===== config.mk =====
export PLATFORM = sky130hd
export DESIGN_NAME = async_serial_once_demo
export DESIGN_NICKNAME = d
export VERILOG_FILES = /design/src/core/uart_once_pkg.sv /design/src/core/serial_tx.sv /design/src/core/serial_rx.sv /design/src/core/async_serial_once_demo.sv
export SDC_FILE = /design/constraint.sdc
export NUM_CORES = 1
export LEC_CHECK = 0
export ABC_CLOCK_PERIOD_IN_PS = 5500
export BUFFER_PORTS_ARGS = -buffer_cell sky130_fd_sc_hd__clkbuf_2
export CAP_MARGIN = 25
export CORE_MARGIN = 3
export CORE_UTILIZATION = 63
export CTS_CLUSTER_SIZE = 16
export DETAILED_ROUTE_END_ITERATION = 12
export HOLD_SLACK_MARGIN = 0.08
export PLACE_DENSITY = 0.84
export SYNTH_ARGS = -nofsm -noshare
export SYNTH_HDL_FRONTEND = slang
export SYNTH_SLANG_ARGS = --single-unit

===== constraint.sdc =====
create_clock -name pclk -period 5.5 [get_ports pclk]
set_clock_uncertainty 0.1 [all_clocks]
set_input_delay 1.1 -clock pclk [delete_from_list [all_inputs] [get_ports pclk]]
set_output_delay 1.1 -clock pclk [all_outputs]
set_load 0.01 [all_outputs]

===== src/core/uart_once_pkg.sv =====
package uart_once_pkg;

    // link timing
    localparam int         CLK_HZ    = 10_000_000;
    localparam int         BAUD_BPS  = 57600;
    localparam logic [7:0] BIT_CYC   = 8'(CLK_HZ / BAUD_BPS);
    localparam logic [7:0] BIT_LAST  = BIT_CYC - 8'h01;
    localparam logic [7:0] HALF_LAST = (BIT_CYC >> 1) - 8'h01;

    // frame format
    localparam logic [3:0] DATA_LAST = 4'h7;
    localparam logic [3:0] STOP_LAST = 4'h1;

    // message
    localparam logic [3:0] MSG_LEN  = 4'hC;
    localparam logic [3:0] MSG_LAST = MSG_LEN - 4'h1;
    localparam logic [7:0] TX_MSG [12] = '{
        8'h48, 8'h65, 8'h6C, 8'h6C, 8'h6F, 8'h20,
        8'h77, 8'h6F, 8'h72, 8'h6C, 8'h64, 8'h21
    };

    // channel instances 1, 5, 6, 8, 9 map to select index 0..4
    localparam int         NUM_CH     = 5;
    localparam logic [2:0] CH_DEFAULT = 3'h0;
    localparam logic [2:0] CH_MAX     = 3'h4;

    // register byte addresses
    localparam logic [11:0] ADDR_CTRL    = 12'h000;
    localparam logic [11:0] ADDR_STATUS  = 12'h004;
    localparam logic [11:0] ADDR_INT_STS = 12'h008;
    localparam logic [11:0] ADDR_INT_MSK = 12'h00C;
    localparam logic [11:0] ADDR_RXBUF0  = 12'h010;
    localparam logic [11:0] ADDR_RXBUF2  = 12'h018;

    // field positions
    localparam int CTRL_START_BIT = 8;
    localparam int ST_TX_DONE     = 0;
    localparam int ST_RX_DONE     = 1;
    localparam int ST_RX_ERR      = 2;
    localparam int ST_TX_BUSY     = 3;
    localparam int ST_RX_BUSY     = 4;
    localparam int ST_FRAME_ERR   = 5;
    localparam int ST_OVERRUN     = 6;
    localparam int ST_STARTED     = 7;
    localparam int ST_COUNT_LSB   = 8;
    localparam int IRQ_W          = 3;

    typedef enum logic [1:0] {TX_IDLE, TX_START, TX_DATA, TX_STOP} tx_state_t;
    typedef enum logic [1:0] {RX_IDLE, RX_START, RX_DATA, RX_STOP} rx_state_t;

endpackage


===== src/core/serial_tx.sv =====
`timescale 1ns/100ps
`default_nettype none
module serial_tx (
    // clock and reset
    input  wire logic       pclk,
    input  wire logic       presetn,
    // byte request
    input  wire logic       load,
    input  wire logic [7:0] data,
    output logic            busy,
    output logic            done,
    // line
    output logic            txd
);
    uart_once_pkg::tx_state_t state_r, state_nxt;
    logic [7:0] cyc_r, cyc_nxt;
    logic [3:0] bit_r, bit_nxt;
    logic [7:0] shift_r, shift_nxt;
    logic       txd_r, txd_nxt;

    assign busy = (state_r != uart_once_pkg::TX_IDLE);
    assign txd  = txd_r;

    always_comb begin
        state_nxt = state_r;
        cyc_nxt   = cyc_r + 8'h01;
        bit_nxt   = bit_r;
        shift_nxt = shift_r;
        txd_nxt   = txd_r;
        done      = 1'b0;
        case (state_r)
            uart_once_pkg::TX_IDLE: begin
                cyc_nxt = 8'h00;
                txd_nxt = 1'b1;
                if (load) begin
                    state_nxt = uart_once_pkg::TX_START;
                    shift_nxt = data;
                    txd_nxt   = 1'b0;
                end
            end
            uart_once_pkg::TX_START: begin
                if (cyc_r == uart_once_pkg::BIT_LAST) begin
                    cyc_nxt   = 8'h00;
                    bit_nxt   = 4'h0;
                    state_nxt = uart_once_pkg::TX_DATA;
                    txd_nxt   = shift_r[0];
                end
            end
            uart_once_pkg::TX_DATA: begin
                if (cyc_r == uart_once_pkg::BIT_LAST) begin
                    cyc_nxt = 8'h00;
                    if (bit_r == uart_once_pkg::DATA_LAST) begin
                        bit_nxt   = 4'h0;
                        state_nxt = uart_once_pkg::TX_STOP;
                        txd_nxt   = 1'b1;
                    end else begin
                        bit_nxt   = bit_r + 4'h1;
                        shift_nxt = {1'b0, shift_r[7:1]};
                        txd_nxt   = shift_r[1];
                    end
                end
            end
            uart_once_pkg::TX_STOP: begin
                if (cyc_r == uart_once_pkg::BIT_LAST) begin
                    cyc_nxt = 8'h00;
                    if (bit_r == uart_once_pkg::STOP_LAST) begin
                        state_nxt = uart_once_pkg::TX_IDLE;
                        done      = 1'b1;
                    end else begin
                        bit_nxt = bit_r + 4'h1;
                    end
                end
            end
            default: state_nxt = uart_once_pkg::TX_IDLE;
        endcase
    end

    always_ff @(posedge pclk or negedge presetn) begin
        if (!presetn) begin
            state_r <= uart_once_pkg::TX_IDLE;
            cyc_r   <= 8'h00;
            bit_r   <= 4'h0;
            shift_r <= 8'h00;
            txd_r   <= 1'b1;
        end else begin
            state_r <= state_nxt;
            cyc_r   <= cyc_nxt;
            bit_r   <= bit_nxt;
            shift_r <= shift_nxt;
            txd_r   <= txd_nxt;
        end
    end
endmodule
`default_nettype wire


===== src/core/serial_rx.sv =====
`timescale 1ns/100ps
`default_nettype none
module serial_rx (
    // clock and reset
    input  wire logic       pclk,
    input  wire logic       presetn,
    // control
    input  wire logic       en,
    input  wire logic       rxd,
    // received byte
    output logic [7:0]      data,
    output logic            full,
    input  wire logic       ack,
    // errors, one-cycle pulses
    output logic            frame_err,
    output logic            overrun
);
    uart_once_pkg::rx_state_t state_r, state_nxt;
    logic [7:0] cyc_r, cyc_nxt;
    logic [3:0] bit_r, bit_nxt;
    logic [7:0] shift_r, shift_nxt;
    logic [7:0] data_r, data_nxt;
    logic       full_r, full_nxt;

    assign data = data_r;
    assign full = full_r;

    always_comb begin
        state_nxt = state_r;
        cyc_nxt   = cyc_r + 8'h01;
        bit_nxt   = bit_r;
        shift_nxt = shift_r;
        data_nxt  = data_r;
        full_nxt  = full_r & ~ack;
        frame_err = 1'b0;
        overrun   = 1'b0;
        case (state_r)
            uart_once_pkg::RX_IDLE: begin
                cyc_nxt = 8'h00;
                if (!rxd)
                    state_nxt = uart_once_pkg::RX_START;
            end
            uart_once_pkg::RX_START: begin
                if (cyc_r == uart_once_pkg::HALF_LAST) begin
                    cyc_nxt = 8'h00;
                    bit_nxt = 4'h0;
                    // a glitch that is high again at mid bit is no start
                    state_nxt = rxd ? uart_once_pkg::RX_IDLE
                                    : uart_once_pkg::RX_DATA;
                end
            end
            uart_once_pkg::RX_DATA: begin
                if (cyc_r == uart_once_pkg::BIT_LAST) begin
                    cyc_nxt   = 8'h00;
                    shift_nxt = {rxd, shift_r[7:1]};
                    if (bit_r == uart_once_pkg::DATA_LAST) begin
                        bit_nxt   = 4'h0;
                        state_nxt = uart_once_pkg::RX_STOP;
                    end else begin
                        bit_nxt = bit_r + 4'h1;
                    end
                end
            end
            uart_once_pkg::RX_STOP: begin
                if (cyc_r == uart_once_pkg::BIT_LAST) begin
                    cyc_nxt = 8'h00;
                    if (!rxd) begin
                        frame_err = 1'b1;
                        state_nxt = uart_once_pkg::RX_IDLE;
                    end else if (bit_r == uart_once_pkg::STOP_LAST) begin
                        state_nxt = uart_once_pkg::RX_IDLE;
                        if (full_r && !ack) begin
                            overrun = 1'b1;
                        end else begin
                            data_nxt = shift_r;
                            full_nxt = 1'b1;
                        end
                    end else begin
                        bit_nxt = bit_r + 4'h1;
                    end
                end
            end
            default: state_nxt = uart_once_pkg::RX_IDLE;
        endcase
        if (!en) begin
            state_nxt = uart_once_pkg::RX_IDLE;
            frame_err = 1'b0;
            overrun   = 1'b0;
        end
    end

    always_ff @(posedge pclk or negedge presetn) begin
        if (!presetn) begin
            state_r <= uart_once_pkg::RX_IDLE;
            cyc_r   <= 8'h00;
            bit_r   <= 4'h0;
            shift_r <= 8'h00;
            data_r  <= 8'h00;
            full_r  <= 1'b0;
        end else begin
            state_r <= state_nxt;
            cyc_r   <= cyc_nxt;
            bit_r   <= bit_nxt;
            shift_r <= shift_nxt;
            data_r  <= data_nxt;
            full_r  <= full_nxt;
        end
    end
endmodule
`default_nettype wire


===== src/core/async_serial_once_demo.sv =====
// The register offsets and the APB interface to the registers were decided locally.
`timescale 1ns/100ps
`default_nettype none
module async_serial_once_demo (
    // clock and reset
    input  wire logic        pclk,
    input  wire logic        presetn,
    // apb slave
    input  wire logic        psel,
    input  wire logic        penable,
    input  wire logic        pwrite,
    input  wire logic [11:0] paddr,
    input  wire logic [31:0] pwdata,
    output logic [31:0]      prdata,
    output logic             pready,
    output logic             pslverr,
    // channel pins, index 0..4 = channel 1,5,6,8,9
    input  wire logic [4:0]  rxd_pin,
    output logic [4:0]       txd_pin,
    output logic [4:0]       txd_pin_oe,
    // general-purpose drive for pins of unselected channels
    input  wire logic [4:0]  gpio_out,
    input  wire logic [4:0]  gpio_oe,
    // indicators and interrupt
    output logic             tx_done_indicator,
    output logic             rx_done_indicator,
    output logic             rx_error_indicator,
    output logic             irq
);
    localparam int IRQW = uart_once_pkg::IRQ_W;

    logic [2:0]  sel_r, sel_nxt;
    logic        started_r, started_nxt;
    logic        tx_act_r, tx_act_nxt;
    logic        rx_act_r, rx_act_nxt;
    logic [3:0]  tx_idx_r, tx_idx_nxt;
    logic [3:0]  rx_idx_r, rx_idx_nxt;
    logic        tx_done_r, tx_done_nxt;
    logic        rx_done_r, rx_done_nxt;
    logic        rx_err_r, rx_err_nxt;
    logic        ferr_r, ferr_nxt;
    logic        ovr_r, ovr_nxt;
    logic [IRQW-1:0] int_sts_r, int_sts_nxt;
    logic [IRQW-1:0] int_msk_r, int_msk_nxt;
    logic [31:0] prdata_r, prdata_nxt;
    logic        pslverr_r, pslverr_nxt;
    logic [7:0]  rx_mem [12];

    logic        tx_load;
    logic        tx_busy;
    logic        tx_byte_done;
    logic        txd;
    logic        rxd;
    logic [7:0]  rx_data;
    logic        rx_full;
    logic        rx_ack;
    logic        rx_ferr;
    logic        rx_ovr;
    logic        wr_en;
    logic        setup;
    logic        addr_ok;
    logic        tx_finish;
    logic        rx_finish;
    logic        rx_fail;
    logic [IRQW-1:0] events;

    // transmit: once started, feed the greeting one byte whenever the shifter is idle, until all 12 are loaded
    assign tx_load = tx_act_r && !tx_busy
                     && (tx_idx_r != uart_once_pkg::MSG_LEN);
    assign tx_finish = tx_byte_done
                       && (tx_idx_r == uart_once_pkg::MSG_LEN);

    serial_tx u_tx (
        .pclk    (pclk),
        .presetn (presetn),
        .load    (tx_load),
        .data    (uart_once_pkg::TX_MSG[tx_idx_r]),
        .busy    (tx_busy),
        .done    (tx_byte_done),
        .txd     (txd)
    );

    // receive: only the selected channel's input reaches the shifter
    assign rxd    = rxd_pin[sel_r];
    assign rx_ack = rx_full && rx_act_r;
    assign rx_fail   = rx_act_r && (rx_ferr || rx_ovr);
    assign rx_finish = rx_ack && !rx_fail
                       && (rx_idx_r == uart_once_pkg::MSG_LAST);

    serial_rx u_rx (
        .pclk      (pclk),
        .presetn   (presetn),
        .en        (rx_act_r),
        .rxd       (rxd),
        .data      (rx_data),
        .full      (rx_full),
        .ack       (rx_ack),
        .frame_err (rx_ferr),
        .overrun   (rx_ovr)
    );

    // pin steering, only txd and rxd are used on the link
    genvar ch;
    generate
        for (ch = 0; ch < uart_once_pkg::NUM_CH; ch++) begin : g_pin
            always_comb begin
                if (sel_r == 3'(ch)) begin
                    txd_pin[ch]    = txd;
                    txd_pin_oe[ch] = 1'b1;
                end else begin
                    txd_pin[ch]    = gpio_out[ch];
                    txd_pin_oe[ch] = gpio_oe[ch];
                end
            end
        end
    endgenerate

    // bus decode
    assign setup   = psel && !penable;
    assign wr_en   = psel && penable && pwrite;
    assign pready  = 1'b1;
    assign prdata  = prdata_r;
    assign pslverr = pslverr_r;
    assign addr_ok = (paddr[1:0] == 2'h0)
                     && (paddr <= uart_once_pkg::ADDR_RXBUF2);

    assign events[uart_once_pkg::ST_TX_DONE] = tx_finish;
    assign events[uart_once_pkg::ST_RX_DONE] = rx_finish;
    assign events[uart_once_pkg::ST_RX_ERR]  = rx_fail;

    always_comb begin
        sel_nxt     = sel_r;
        started_nxt = started_r;
        tx_act_nxt  = tx_act_r;
        rx_act_nxt  = rx_act_r;
        tx_idx_nxt  = tx_idx_r;
        rx_idx_nxt  = rx_idx_r;
        tx_done_nxt = tx_done_r;
        rx_done_nxt = rx_done_r;
        rx_err_nxt  = rx_err_r;
        ferr_nxt    = ferr_r | (rx_act_r & rx_ferr);
        ovr_nxt     = ovr_r | (rx_act_r & rx_ovr);
        int_msk_nxt = int_msk_r;
        int_sts_nxt = int_sts_r;

        if (wr_en && paddr == uart_once_pkg::ADDR_CTRL && !started_r) begin
            // channel is frozen once traffic may have begun
            if (pwdata[2:0] <= uart_once_pkg::CH_MAX)
                sel_nxt = pwdata[2:0];
            if (pwdata[uart_once_pkg::CTRL_START_BIT]) begin
                started_nxt = 1'b1;
                tx_act_nxt  = 1'b1;
                rx_act_nxt  = 1'b1;
            end
        end
        if (wr_en && paddr == uart_once_pkg::ADDR_INT_MSK)
            int_msk_nxt = pwdata[IRQW-1:0];
        if (wr_en && paddr == uart_once_pkg::ADDR_INT_STS)
            int_sts_nxt = int_sts_r & ~pwdata[IRQW-1:0];
        int_sts_nxt = int_sts_nxt | events;

        if (tx_load)
            tx_idx_nxt = tx_idx_r + 4'h1;
        if (tx_finish) begin
            tx_act_nxt  = 1'b0;
            tx_done_nxt = 1'b1;
        end

        if (rx_fail) begin
            rx_act_nxt = 1'b0;
            rx_err_nxt = 1'b1;
        end else if (rx_ack) begin
            rx_idx_nxt = rx_idx_r + 4'h1;
            if (rx_finish) begin
                rx_act_nxt  = 1'b0;
                rx_done_nxt = 1'b1;
            end
        end
    end

    // read data is prepared in the setup phase
    always_comb begin
        prdata_nxt  = prdata_r;
        pslverr_nxt = 1'b0;
        if (setup) begin
            prdata_nxt  = 32'h0000_0000;
            pslverr_nxt = !addr_ok;
            case (paddr)
                uart_once_pkg::ADDR_CTRL:
                    prdata_nxt[2:0] = sel_r;
                uart_once_pkg::ADDR_STATUS: begin
                    prdata_nxt[uart_once_pkg::ST_TX_DONE]   = tx_done_r;
                    prdata_nxt[uart_once_pkg::ST_RX_DONE]   = rx_done_r;
                    prdata_nxt[uart_once_pkg::ST_RX_ERR]    = rx_err_r;
                    prdata_nxt[uart_once_pkg::ST_TX_BUSY]   = tx_act_r;
                    prdata_nxt[uart_once_pkg::ST_RX_BUSY]   = rx_act_r;
                    prdata_nxt[uart_once_pkg::ST_FRAME_ERR] = ferr_r;
                    prdata_nxt[uart_once_pkg::ST_OVERRUN]   = ovr_r;
                    prdata_nxt[uart_once_pkg::ST_STARTED]   = started_r;
                    prdata_nxt[uart_once_pkg::ST_COUNT_LSB +: 4] = rx_idx_r;
                end
                uart_once_pkg::ADDR_INT_STS:
                    prdata_nxt[IRQW-1:0] = int_sts_r;
                uart_once_pkg::ADDR_INT_MSK:
                    prdata_nxt[IRQW-1:0] = int_msk_r;
                default: begin
                    if (addr_ok && paddr >= uart_once_pkg::ADDR_RXBUF0) begin
                        for (int b = 0; b < 4; b++) begin
                            prdata_nxt[8*b +: 8] =
                                rx_mem[4*int'(paddr[3:2]) + b];
                        end
                    end
                end
            endcase
        end
    end

    always_ff @(posedge pclk or negedge presetn) begin
        if (!presetn) begin
            sel_r     <= uart_once_pkg::CH_DEFAULT;
            started_r <= 1'b0;
            tx_act_r  <= 1'b0;
            rx_act_r  <= 1'b0;
            tx_idx_r  <= 4'h0;
            rx_idx_r  <= 4'h0;
            tx_done_r <= 1'b0;
            rx_done_r <= 1'b0;
            rx_err_r  <= 1'b0;
            ferr_r    <= 1'b0;
            ovr_r     <= 1'b0;
            int_sts_r <= '0;
            int_msk_r <= '0;
            prdata_r  <= 32'h0000_0000;
            pslverr_r <= 1'b0;
        end else begin
            sel_r     <= sel_nxt;
            started_r <= started_nxt;
            tx_act_r  <= tx_act_nxt;
            rx_act_r  <= rx_act_nxt;
            tx_idx_r  <= tx_idx_nxt;
            rx_idx_r  <= rx_idx_nxt;
            tx_done_r <= tx_done_nxt;
            rx_done_r <= rx_done_nxt;
            rx_err_r  <= rx_err_nxt;
            ferr_r    <= ferr_nxt;
            ovr_r     <= ovr_nxt;
            int_sts_r <= int_sts_nxt;
            int_msk_r <= int_msk_nxt;
            prdata_r  <= prdata_nxt;
            pslverr_r <= pslverr_nxt;
        end
    end

    // receive buffer, no reset needed on data
    always_ff @(posedge pclk) begin
        if (rx_ack && !rx_fail)
            rx_mem[rx_idx_r] <= rx_data;
    end

    assign tx_done_indicator  = tx_done_r;
    assign rx_done_indicator  = rx_done_r;
    assign rx_error_indicator = rx_err_r;
    assign irq = |(int_sts_r & int_msk_r);
endmodule
`default_nettype wire


# ---- Yosys cells after proc, flatten, opt, wreduce, memory -nomap -nowiden
# Memory sizes are Yosys's and may differ from the RTL's.
# Cells that the tools add are included.
dict set report classes {
  addsub 9
  n_lt_le_gt_ge 5
  n_eq_ne 42
  mux 92
  bitwise 13
  reduce_logical 54
}
# op count
set op_table {}
lappend op_table {{$mux W8} 8}
lappend op_table {{$mux W1} 44}
lappend op_table {{$mux W4} 11}
lappend op_table {{$mux W32} 1}
lappend op_table {{$pmux W8 S2} 2}
lappend op_table {{$mux W2} 15}
lappend op_table {{$eq A12 B4 Y1 const B} 2}
lappend op_table {{$pmux W4 S3} 2}
lappend op_table {{$pmux W8 S3} 1}
lappend op_table {{$add A4 B1 Y4 const B} 5}
lappend op_table {{$mux W20} 1}
lappend op_table {{$ne A2 B1 Y1 const B} 9}
lappend op_table {{$pmux W9 S2} 1}
lappend op_table {{$reduce_and A6 Y1} 3}
lappend op_table {{$logic_and A1 B1 Y1} 17}
lappend op_table {{$add A8 B1 Y8 const B} 2}
lappend op_table {{$eq A8 B8 Y1 const B} 2}
lappend op_table {{$pmux W2 S4} 2}
lappend op_table {{$eq A12 B3 Y1 const B} 1}
lappend op_table {{$ge A12 B5 Y1 const B} 1}
lappend op_table {{$le A12 B5 Y1 const B} 1}
lappend op_table {{$logic_not A12 Y1} 1}
lappend op_table {{$ne A3 B2 Y1 const B} 4}
lappend op_table {{$pmux W3 S4} 1}
lappend op_table {{other kinds (39)} 78}
dict set report word_totals {
  ff_bits 112
  mem_bits_rw 96
  mem_bits_ro 128
  input_bits 64
  out_inout_bits 48
  wordCells 243
  n_memories 2
}
# name depth word_bits read_ports rd_clocked_by_memory_dff write_ports line
set memory_table {}
lappend memory_table {{(no name shown)} 16 8 1 0 0 async_serial_once_demo.sv:77} ;# .data (uart_once_pkg::TX_MSG[tx_idx_r]),
lappend memory_table {rx_mem 12 8 4 0 1 async_serial_once_demo.sv:47} ;# logic [7:0] rx_mem [12];

# ---- Depth between registers and ports, before layout
dict set report logic_depth {
  depth_word 17
  mapped_depth 8
  ltp_nobuf 7
}

# ---- Modules after synthesis
# A second synthesis with hierarchy kept.
dict set report unflattened {
  cells_unflattened 748
  area_unflattened_um2 9512.9
}
# module n_inst cells_each area_each_um2 seq_area_each_um2
set by_module_without_submodules {}
lappend by_module_without_submodules {async_serial_once_demo 1 492 6633.9 4334.2}
lappend by_module_without_submodules {serial_rx 1 134 1549.0 775.7}
lappend by_module_without_submodules {serial_tx 1 122 1330.0 576.8}

# ---- Worst setup path before layout
# Ideal clock, no wire load.
dict set report synth_path {
  path_kind {input-to-reg}
  from {input port rxd_pin[3]}
  to {memory rx_mem[10][0], enable pin}
  setup_ns 0.332
  t_arrival_ns 2.469
  required_time_ns 5.068
  path_slack_ns 2.599
  cell_stages 5
  n_path_buf 1
  cell_sequence {mux2i_1 or2_4 a41oi_1 clkbuf_1 and3_1}
}
dict set report synth_between {
  elab_chain_cells 12
  elab_cells_between_ends 16
  classes_between {12 x mux; 4 x reduce/logical}
}
# element line
set synth_rtl {}
lappend synth_rtl {{start: declaration} async_serial_once_demo.sv:18} ;# input wire logic [4:0] rxd_pin,
lappend synth_rtl {{$bmux W1 S3 (*)} async_serial_once_demo.sv:84} ;# assign rxd = rxd_pin[sel_r];
lappend synth_rtl {{$mux W1 (not written as such) (*)} async_serial_once_demo.sv:84}
lappend synth_rtl {{$mux W1} serial_rx.sv:67} ;# if (!rxd) begin
lappend synth_rtl {{$mux W1} serial_rx.sv:65} ;# if (cyc_r == uart_once_pkg::BIT_LAST) begin
lappend synth_rtl {{$mux W1} serial_rx.sv:37} ;# case (state_r)
lappend synth_rtl {{$mux W1} serial_rx.sv:85} ;# if (!en) begin
lappend synth_rtl {{$logic_or A1 B1 Y1 (*)} async_serial_once_demo.sv:86} ;# assign rx_fail = rx_act_r && (rx_ferr || rx_ovr);
lappend synth_rtl {{$logic_and A1 B1 Y1 (*)} async_serial_once_demo.sv:86}
lappend synth_rtl {{$logic_not A1 Y1 (*)} async_serial_once_demo.sv:256} ;# if (rx_ack && !rx_fail)
lappend synth_rtl {{$logic_and A1 B1 Y1 (*)} async_serial_once_demo.sv:256}
lappend synth_rtl {{$mux W1 (*)} async_serial_once_demo.sv:256}
lappend synth_rtl {{$mux W1 (not written as such) (*)} async_serial_once_demo.sv:257} ;# rx_mem[rx_idx_r] <= rx_data;
lappend synth_rtl {{end: declaration} async_serial_once_demo.sv:47}
# Mark *: on every way between the ends. The rest lies on a longest branch, timed or not. The select of a mux whose other input is x is not followed.

# ---- Worst setup path in the final report
dict set report layout_path {
  from {register sel_r[1]}
  to {output port txd_pin[4]}
}
dict set report layout_between {
  elab_chain_cells 2
}
# element line
set layout_rtl {}
lappend layout_rtl {{start: declaration} async_serial_once_demo.sv:32} ;# logic [2:0] sel_r, sel_nxt;
lappend layout_rtl {{start signal: assignment} async_serial_once_demo.sv:220} ;# sel_r <= uart_once_pkg::CH_DEFAULT;
lappend layout_rtl {{start signal: assignment} async_serial_once_demo.sv:236} ;# sel_r <= sel_nxt;
lappend layout_rtl {{$eq A3 B3 Y1} async_serial_once_demo.sv:107} ;# if (sel_r == 3'(ch)) begin
lappend layout_rtl {{$mux W1} async_serial_once_demo.sv:107}
lappend layout_rtl {{end: declaration} async_serial_once_demo.sv:19} ;# output logic [4:0] txd_pin,
# Every way passes these cells.

==> results.txt <==
- The flow ran to the end, and the final reports show no timing, DRC or antenna violations.
* Average vias per placed instance: 6.08
- The die covers 16,300 sq um.
* EDFF count, synth: 96
* Routed wire length: around 20,000 um
* Setup crit start kind: register
- The initial antenna violation count came to 0.
* Total global routing track utilization: 24.9%
- Number of placed I/O pins: 112
- Synthesized area divided by synthesized cell count: roughly 12 sq um
- The number of global-route vias before repair is 6,583.
- Number of iterations in the first detailed-routing pass: 6
- Sequential share of the synthesized area: 60.7%
- Core area: around 14,000 sq um
* Synth area leader: edfxtp_1
- The number of nets handed over by synthesis was 853.
* Clock power share: 39.8%
* GRT overflow: 0
* Cts repair resizes: 0
- Combinational share of power: 12.4%
- Final HPWL from detailed placement: 13,000 um
- Worst vdd rail ir drop: 0.302 mV
- The initial utilization of the core area, before any placement, comes to 65.7%.
- Setup total negative slack on the finished layout was measured at 0 ps.
- Slew HR: 34.0%
* Gate Count Post-Synth: 761
* Post-route worst hold slack: 295 ps
* Area of the mapped netlist: 9330 sq um
- The completed layout was analyzed and its total power is 3.63 mW.
* Longest Clk Path Bufs: 3
* Die Span Y: between 100 and 150 um
* Pleak: around 4.6 nW
- Dominant synthesized flop cell: dfrtp_1
- Met2 Resource Use GR: 44.0%
* Share of synthesized flip-flops with an asynchronous set or reset: 53.6%
- Number of buffers inserted for hold repair after clock tree synthesis: 0
- The top cell types in the final layout, fill and taps aside, are dfrtp_1, edfxtp_1, nor2_1, clkbuf_2, nand2_1.
- The worst setup path is captured at an output port.
- The path class of the tightest hold or removal check is reg2reg.
- The count of nets left with antenna violations once routing finished came out at 0.
- First-pass GRT wire length: 32,600 um
- Compared with the post-synthesis result, the final layout area differs by 13.5%.
* Post-layout net count: 927
- In the final routed layout, each cell accounts on average for 19.2 um.
* Highest net fanout along the worst path: 7
* Unique masters post-synth: 71
* RSZ-0062 raised after global routing: no
- The global routing stage identified its most utilized layer as met2.
- CTS tree: yes
- The tree is rooted in a clkbuf_16.
- For this run, design rule violations remaining after detail routing come to 0.
- Fmax achieved: 0.332 GHz
* Number of H-tree levels: 1
- Setup violators final: 0
- Routing usage on met3: roughly 5.4%
- Reg power frac: 47.8%
* Clk_lat worst skew: 500 ps
- The floorplan has 43 rows.
- Crit path time final: 3010 ps
- Clock tree synthesis found a total of 207 sinks.
- Clock-pin slew was measured on the worst setup and hold paths at around 60 ps.
- Switching component of the power: 0.905 mW
- Top cell type's share of synthesized area: 30.9%
- Fraction of power spent switching nets: around a quarter
- Die X-Extent: roughly 130 um
- STA puts the critical path data required time at 4300 ps.
* Final Slew Violations: 0
- The setup path with the least slack is of type reg2out.
- The final count of hold timing violations is 0.
* Placer Congestion: 0.900
- Power density over cell area: 343 nW/um^2
- Max-cap violations in this run came to 0.
- Top cells by area in the synthesized netlist: edfxtp_1, dfrtp_1, mux2_2
- Number of buffers created by CTS: 22
- Final core occ: roughly 75%
- 0 antenna diodes ended up in the layout.
* YS warnings: 0
- Reg2Reg Setup Slack: slightly below 3000 ps
- At the pin with the least slew margin, the transition time is 980 ps.
- Synth Register Bits: a little over 200
- In this run the tool buffered the top-level ports with 82 buffer cells.
- Entering global routing, the biggest net connects between 70 and 80 pins.
- Fraction of layout instances using a drive strength above 1: 20.8%
- For this block, the via count after detailed routing is about 6,300.
* Data arrival at the endpoint of the critical path: 1810 ps
* Most common cell after layout, fill and taps aside: dfrtp_1
- Internal power comes to 2.73 mW.
- Post-CTS Setup Bufs: 0
- Fraction of met1 tracks used by global routing: 30.6%
- Iter 0 DRT Violations: between 400 and 500
- In the finished design, the share of the clock period the worst path needs comes to 54.8%.
==> area by class of cell <==
| class | instances | area (sq um) |
|---|---|---|
| Clock buffer | 29 | 597 |
| Tap cell | 180 | 225 |
| Clock inverter | 11 | 116 |
| Timing Repair Buffer | 89 | 482 |
| Multi-Input combinational cell | 492 | 3420 |
| Sequential cell | 207 | 5660 |
| Inverter | 23 | 86.3 |
| Fill cell | 907 | 3620 |
==> path summary, 6_finish.rpt <==
kind,cells after the start,from,to
worst min-delay path,0,ovr_r,ovr_r
worst min register to register,0,ovr_r,ovr_r
max in group asynchronous,2,presetn,rx_error_indicator
worst max register to register,5,u_rx.state_r[0],u_rx.cyc_r[1]
min in group asynchronous,1,presetn,u_tx.cyc_r[1]
worst max-delay path,3,sel_r[1],txd_pin[4]
==> critical path, stage by stage, from the launching register on <==
cell and delay [ps]:
dfrtp_1 480, nor3b_2 330, mux2_2 370, clkbuf_2 130
==> sequential cells by signal (all words and copies together) (netlist names), 2 cells and up <==
name,flops
int_msk_r,3
u_tx.state_r,2
u_rx.shift_r,8
u_rx.data,8
sel_r,3
rx_mem,96
u_rx.state_r,2
u_tx.cyc_r,8
u_tx.shift_r,7
u_rx.bit_r,4
rx_idx_r,4
prdata,32
int_sts_r,3
u_rx.cyc_r,8
u_tx.bit_r,4
tx_idx_r,4
==> power groups by stage <==
stage	logic (mW)	registers (mW)	clock network [mW]
after CTS	0.450	1.73	1.46
after detailed placement	0.443	1.76	0
after floorplan	0.323	1.75	0
after global placement	0.421	1.76	0
after global routing	0.507	1.74	1.53
final	0.451	1.73	1.45
==> Yosys cell counts, drive strengths merged (3+ instances only) <==
cell / number
a21o: 3
a21oi: 33
a221oi: 12
a22oi: 4
and2: 4
and3: 17
buf: 12
clkbuf: 27
dfrtp: 110
edfxtp: 96
ha: 28
inv: 23
mux2: 33
mux2i: 34
mux4: 3
nand2: 64
nand2b: 10
nand3: 11
nand3b: 3
nand4: 9
nor2: 81
nor2b: 9
nor3: 11
o21ai: 28
o31ai: 22
o41ai: 4
or2: 7
or3: 3
xnor2: 12
xor2: 7
==> cell families after synthesis <==
group | after synthesis | synth area share, %
AOI/OAI and AO/OA | 129 | 9.43
xor gates and xnor gates | 19 | 1.78
adders and majority gates | 28 | 3.76
buffers and inverters | 62 | 2.70
DFF | 207 | 60.7
muxes | 70 | 8.40
other | 1 | 0.0402
and+or+nand+nor | 245 | 13.2
==> layer usage <==
| layer | vias to the layer above | routed length [um] |
|---|---|---|
| met1 | 3072 | 7670 |
| met5 | - | 0 |
| li1 | 2907 | - |
| met3 | 54 | 1270 |
| met4 | 0 | 597 |
| met2 | 239 | 10300 |
==> metrics by stage <==
step | cells | cell area (sq um) | setup WS (ps)
after floorplan | 761 | 9330 | 2600
after global placement | 989 | 9840 | 2190
after detailed placement | 990 | 9850 | 2170
after CTS | 1030 | 10600 | 2480
after global routing | 1031 | 10600 | 2420
final | 1031 | 10600 | 2490
Note: power is estimated with default switching activity, not from simulation.
